--- config.mk ---
export PLATFORM = sky130hd
export DESIGN_NAME = pbp_port
export DESIGN_NICKNAME = d
export VERILOG_FILES = /design/src/pbp_pkg.sv /design/src/pbp_port.sv
export SDC_FILE = /design/constraint.sdc
export NUM_CORES = 1
export LEC_CHECK = 0
export BUFFER_PORTS_ARGS = -buffer_cell sky130_fd_sc_hd__buf_2
export CORE_MARGIN = 2
export CORE_UTILIZATION = 25
export CTS_CLUSTER_DIAMETER = 50
export DETAILED_ROUTE_END_ITERATION = 16
export GPL_ROUTABILITY_DRIVEN = 1
export PLACE_DENSITY_LB_ADDON = 0.2
export SYNTH_ARGS = -nofsm -noshare
export SYNTH_HDL_FRONTEND = slang
export SYNTH_SLANG_ARGS = --single-unit
--- constraint.sdc ---
create_clock -name sys_clk_i -period 1.7 [get_ports sys_clk_i]
set_input_delay 0.085 -clock sys_clk_i [delete_from_list [all_inputs] [get_ports sys_clk_i]]
set_output_delay 0.085 -clock sys_clk_i [all_outputs]
set_load 0.1 [all_outputs]
--- src/pbp_pkg.sv ---
// Package for the pattern buffer pointer port: constants and carriers
package pbp_pkg;

  localparam int          IDX_W          = 2;
  localparam int          SLV_ADDR_W     = 7;
  localparam logic [6:0]  SLV_ADDR_LOW   = 7'h1B;
  localparam logic [6:0]  SLV_ADDR_HIGH  = 7'h1D;
  localparam logic [1:0]  IDX_RESET      = 2'h0;
  localparam logic [1:0]  IDX_STEP       = 2'h1;
  localparam logic        OE_DRIVE       = 1'b0;
  localparam logic        OE_RELEASE     = 1'b1;

  // Pin drive bundle for one group of port pins
  typedef struct packed {
    logic [1:0] index;
    logic       swap;
  } pbp_pins_s;

  typedef enum logic [2:0] {
    PBP_STRAP   = 3'b001,
    PBP_PARKED  = 3'b010,
    PBP_ACTIVE  = 3'b100
  } pbp_state_e;

endpackage : pbp_pkg

--- src/pbp_port.sv ---
// Pattern buffer pointer port with shared address strap pin
//
// What this block does
// - The shared strap pin is sampled when the flash load completes to choose one of two 7-bit addresses.
// - A low strap selects slave address 0x1B.
// - A high strap selects slave address 0x1D.
// - Two output pins carry the index of the one of four pattern buffers in use.
// - A swap output tells the external manager when to advance to the next buffer.
// - The shared pin is an input at reset release so the strap can be read first.
// - After the flash load the index and swap pins become outputs driven low, still inactive.
// - The pins stay inactive until the host sets the output enable control.
`timescale 1ns/10ps
module pbp_port (
  input  wire logic                 sys_clk_i,
  input  wire logic                 rst_b_i,
  input  wire logic                 flash_loaded_i,
  input  wire logic                 out_enable_i,
  input  wire logic                 advance_i,
  input  wire logic                 buffer_index_bit1_i,
  output logic                      buffer_index_bit0_o,
  output logic                      buffer_index_bit1_o,
  output logic                      buffer_index_bit1_oe_b_o,
  output logic                      buffer_index_bit0_oe_b_o,
  output logic                      buffer_swap_o,
  output logic                      buffer_swap_oe_b_o,
  output logic [6:0]                slave_addr_o,
  output logic                      addr_valid_o
);

  // Strap pin synchroniser; first stage read only by second
  logic       strap_s1_ff;
  logic       strap_s2_ff;
  logic       nxt_strap_s1;
  logic       nxt_strap_s2;

  pbp_pkg::pbp_state_e state_ff;
  pbp_pkg::pbp_state_e nxt_state;
  pbp_pkg::pbp_pins_s  pins_ff;
  pbp_pkg::pbp_pins_s  nxt_pins;
  logic       oe_b_ff;
  logic       nxt_oe_b;
  logic       idx1_oe_b_ff;
  logic       nxt_idx1_oe_b;
  logic [6:0] addr_ff;
  logic [6:0] nxt_addr;
  logic       addr_valid_ff;
  logic       nxt_addr_valid;

  function automatic logic [6:0] pick_addr(input logic strap);
    pick_addr = strap ? pbp_pkg::SLV_ADDR_HIGH : pbp_pkg::SLV_ADDR_LOW;
  endfunction : pick_addr

  always_comb begin
    nxt_strap_s1 = buffer_index_bit1_i;
    nxt_strap_s2 = strap_s1_ff;
  end

  always_comb begin
    nxt_state      = state_ff;
    nxt_pins       = pins_ff;
    nxt_oe_b       = oe_b_ff;
    nxt_idx1_oe_b  = idx1_oe_b_ff;
    nxt_addr       = addr_ff;
    nxt_addr_valid = addr_valid_ff;
    case (state_ff)
      pbp_pkg::PBP_STRAP: begin
        // Pin released as input; wait for flash load, strap settled by then
        nxt_idx1_oe_b = pbp_pkg::OE_RELEASE;
        if (flash_loaded_i) begin
          nxt_addr       = pick_addr(strap_s2_ff);
          nxt_addr_valid = 1'b1;
          nxt_state      = pbp_pkg::PBP_PARKED;
          nxt_oe_b       = pbp_pkg::OE_DRIVE;
          nxt_idx1_oe_b  = pbp_pkg::OE_DRIVE;
          nxt_pins       = '0;
        end
      end
      pbp_pkg::PBP_PARKED: begin
        nxt_pins = '0;
        if (out_enable_i) begin
          nxt_state = pbp_pkg::PBP_ACTIVE;
        end
      end
      pbp_pkg::PBP_ACTIVE: begin
        if (!out_enable_i) begin
          nxt_state = pbp_pkg::PBP_PARKED;
          nxt_pins  = '0;
        end else begin
          nxt_pins.swap = advance_i;
          if (advance_i) begin
            nxt_pins.index = pins_ff.index + pbp_pkg::IDX_STEP;
          end
        end
      end
      default: begin
        nxt_state = pbp_pkg::PBP_STRAP;
      end
    endcase
  end

  always_ff @(posedge sys_clk_i) begin
    if (!rst_b_i) begin
      strap_s1_ff   <= 1'b0;
      strap_s2_ff   <= 1'b0;
      state_ff      <= pbp_pkg::PBP_STRAP;
      pins_ff       <= '0;
      oe_b_ff       <= pbp_pkg::OE_RELEASE;
      idx1_oe_b_ff  <= pbp_pkg::OE_RELEASE;
      addr_ff       <= pbp_pkg::SLV_ADDR_LOW;
      addr_valid_ff <= 1'b0;
    end else begin
      strap_s1_ff   <= nxt_strap_s1;
      strap_s2_ff   <= nxt_strap_s2;
      state_ff      <= nxt_state;
      pins_ff       <= nxt_pins;
      oe_b_ff       <= nxt_oe_b;
      idx1_oe_b_ff  <= nxt_idx1_oe_b;
      addr_ff       <= nxt_addr;
      addr_valid_ff <= nxt_addr_valid;
    end
  end

  // Bit order fixed for the far end's read pointer inputs
  assign buffer_index_bit0_o      = pins_ff.index[0];
  assign buffer_index_bit1_o      = pins_ff.index[1];
  assign buffer_swap_o            = pins_ff.swap;
  assign buffer_index_bit0_oe_b_o = oe_b_ff;
  assign buffer_swap_oe_b_o       = oe_b_ff;
  assign buffer_index_bit1_oe_b_o = idx1_oe_b_ff;
  assign slave_addr_o             = addr_ff;
  assign addr_valid_o             = addr_valid_ff;

endmodule : pbp_port

==> results.ini <==
[synth]
synth.most_common_cell = dfxtp_1
synth_top_area_cell = dfxtp_1
netlist_area_um2 = 577
synth_edf_count = 0
synthTopCellsByArea = dfxtp_1 (45%), buf_4 (7.8%), nand2_1 (4.6%), a221o_1 (3.5%), and2_1 (3.3%)
ys_seq_elements = 13
yosys-top-cells-count = dfxtp_1 (13), nand2_1 (7), buf_4 (6)
postSynth.asyncResetShare_pct = 0
syn_inst = 61
synth_cell_types = 28
seq_area_frac_synth_pct = 45.1
synth.avg_cell_area_um2 = 9.46
synth_flop_cell = dfxtp_1
yosys_warnings = 0
yosysTopAreaCellShare_pct = 45.1

[floorplanning]
core_area_mm2 = 0.00219
ios = 20
rows = 17
die_area_mm2 = 0.00271
fp.dieW_um = 52.0
start_util_pct = 26.3
die-height_um = 52.0

[clock_tree]
cts_tree = built
insertion_delay_ns = 0.27
post-cts-setup-buffers = 0
hold_buffers = 0
cts-buffers-inserted = 3
cts_root_buf = clkbuf_4
clk_pin_slew_ns = 0.08
cts-resized-gates = 0
clock-sinks = 13
clk_path_buf_depth = 2
htree_num_levels = 1

[run]
max_cap_violations = 0

[setup_path]
crit_end = buffer_index_bit1_o$_SDFFE_PN0P_
reg2reg_depth = 3
r2r-start = state_ff[2]$_SDFFE_PN0P_
timing.rr.end = buffer_index_bit1_o$_SDFFE_PN0P_
cp_data_required_time_ns = 1.86
crit_type = flip-flop to flip-flop
worstSetupStartpointType = flip-flop
worst-path-max-fanout = 7
crit_start = state_ff[2]$_SDFFE_PN0P_
arrival_ns = 1.59
ff2ff_setup_slack_ns = 0.28
endpoint_kind = flip-flop

[detailed_routing]
drc = 0
ant_nets = 0
first_pass_iters = 3
wl_per_cell_um = 10.4
drtIter0Drc = 2
vias_per_cell = 4.19
finalWirelength_um = 1070
num_vias = 432

[placement]
hpwl_um = 796
port_buffers = 14
place_ws_ns = 0.298
place.gp.congestion = 0.669

[cells_and_area]
fin_util_pct = 30.4
n_antenna_cell = 0
layout.nets = 82
areaGrowthSynthToFinish_pct = 15.6
drive_gt1_share_pct = 26.7

[global_routing]
grt_pass1_vias = 379
grt_max_degree = 12
grt_pass1_wl_um = 1670
grtUsageTotal_pct = 8.54
overflow = 0
grt_antenna_before_repair = 0

[timing]
worst_slack_ns = 0.276
period_minus_slack_ns = 1.42
rsz0062_at_grt = false
hold_violations = 0
finalMaxSlewViolations = 0
fmax_ghz = 0.702
finalClockSkew_ns = 0.00213
whs_ns = 0.0163
finalSetupViolations = 0
post-route-period-util_pct = 83.7
setup_tns_ns = 0

[outcome]
run_status = finished clean

[pwr]
ir_worst_vdd_mv = 0.385
leakage_nw = 0.275
power_density_mw_per_mm2 = 1070

[hold_path]
hp-class = primary input to flip-flop

==> worst min path at each step <==
stage | start | endpoint | slack [ns] | cells after the start
after floorplan | buffer_index_bit1_i | nxt_strap_s2$_SDFF_PN0_ | 0.21 | 1
after global placement | buffer_index_bit1_i | nxt_strap_s2$_SDFF_PN0_ | 0.30 | 2
after detailed placement | buffer_index_bit1_i | nxt_strap_s2$_SDFF_PN0_ | 0.30 | 2
after CTS | buffer_index_bit1_i | nxt_strap_s2$_SDFF_PN0_ | 0.01 | 2
after global routing | buffer_index_bit1_i | nxt_strap_s2$_SDFF_PN0_ | 0.003 | 2
final | buffer_index_bit1_i | nxt_strap_s2$_SDFF_PN0_ | 0.02 | 2
==> state kept, by name, indices dropped and copies added, names as in the netlist <==
signal,count
state_ff,3
slave_addr_o,2
addr_valid_o,1
buffer_index_bit0_o,1
buffer_index_bit0_oe_b_o,1
buffer_index_bit1_o,1
buffer_index_bit1_oe_b_o,1
buffer_swap_o,1
nxt_strap_s2,1
strap_s2_ff,1
==> logic make-up after synthesis <==
kind of cell | synth area share, %
other | 1.30
buffers and inverters | 11.1
AO/OA/AOI/OAI | 16.5
flip-flops | 45.1
AND/OR/NAND/NOR | 26.0
==> power breakdown <==
group          internal, mW  switching, mW  total [mW]
sequential            0.319         0.0119       0.331
combinational        0.0336          0.159       0.193
clock                0.0908         0.0987       0.189
total                 0.444          0.270       0.713
==> through the flow <==
| stage | total power [mW] | instances | cell area (µm²) |
|---|---|---|---|
| 6_report | 0.713 | 103 | 667 |
| 5_1_grt | 0.753 | 103 | 667 |
| 4_1_cts | 0.722 | 103 | 667 |
| 3_5_place_dp | 0.531 | 99 | 641 |
| 3_3_place_gp | 0.531 | 99 | 641 |
| 2_1_floorplan | 0.517 | 64 | 588 |
==> placed cells by master, fill, tap and decap left out, types with 2 or more instances in the layout <==
| cell type | count |
|---|---|
| o21ai_0 | 2 |
| a21oi_1 | 3 |
| o21a_1 | 2 |
| nor4_1 | 2 |
| nand3b_1 | 2 |
| dfxtp_1 | 13 |
| buf_2 | 14 |
| and2_1 | 3 |
| conb_1 | 5 |
| clkbuf_4 | 3 |
| nand2_1 | 7 |
| a221o_1 | 2 |
==> routing by layer <==
| metal | wire length, µm | GRT usage, % | up-vias | share of wire, % |
|---|---|---|---|---|
| met4 | 0 | 6.58 | 0 | 0 |
| li1 | - | - | 232 | - |
| met5 | 0 | 0 | - | 0 |
| met1 | 512 | 10.5 | 190 | 48 |
| met3 | 34 | 1.72 | 0 | 3.2 |
| met2 | 521 | 12.9 | 10 | 49 |
==> area by class of cell <==
| type | instances | area [µm²] |
|---|---|---|
| Clock buffer | 4 | 26.3 |
| Fill cell | 237 | 1520 |
| Inverter | 1 | 3.75 |
| Multi-Input combinational cell | 42 | 264 |
| Sequential cell | 13 | 260 |
| Tap cell | 28 | 35.0 |
| Timing Repair Buffer | 15 | 77.6 |
==> critical path: stages, from the launching register on <==
cell and delay (ns):
dfxtp_1 0.43, or3b_1 0.37, o2111a_1 0.18, a221o_1 0.34
Note: power is estimated with default switching activity, not from simulation.
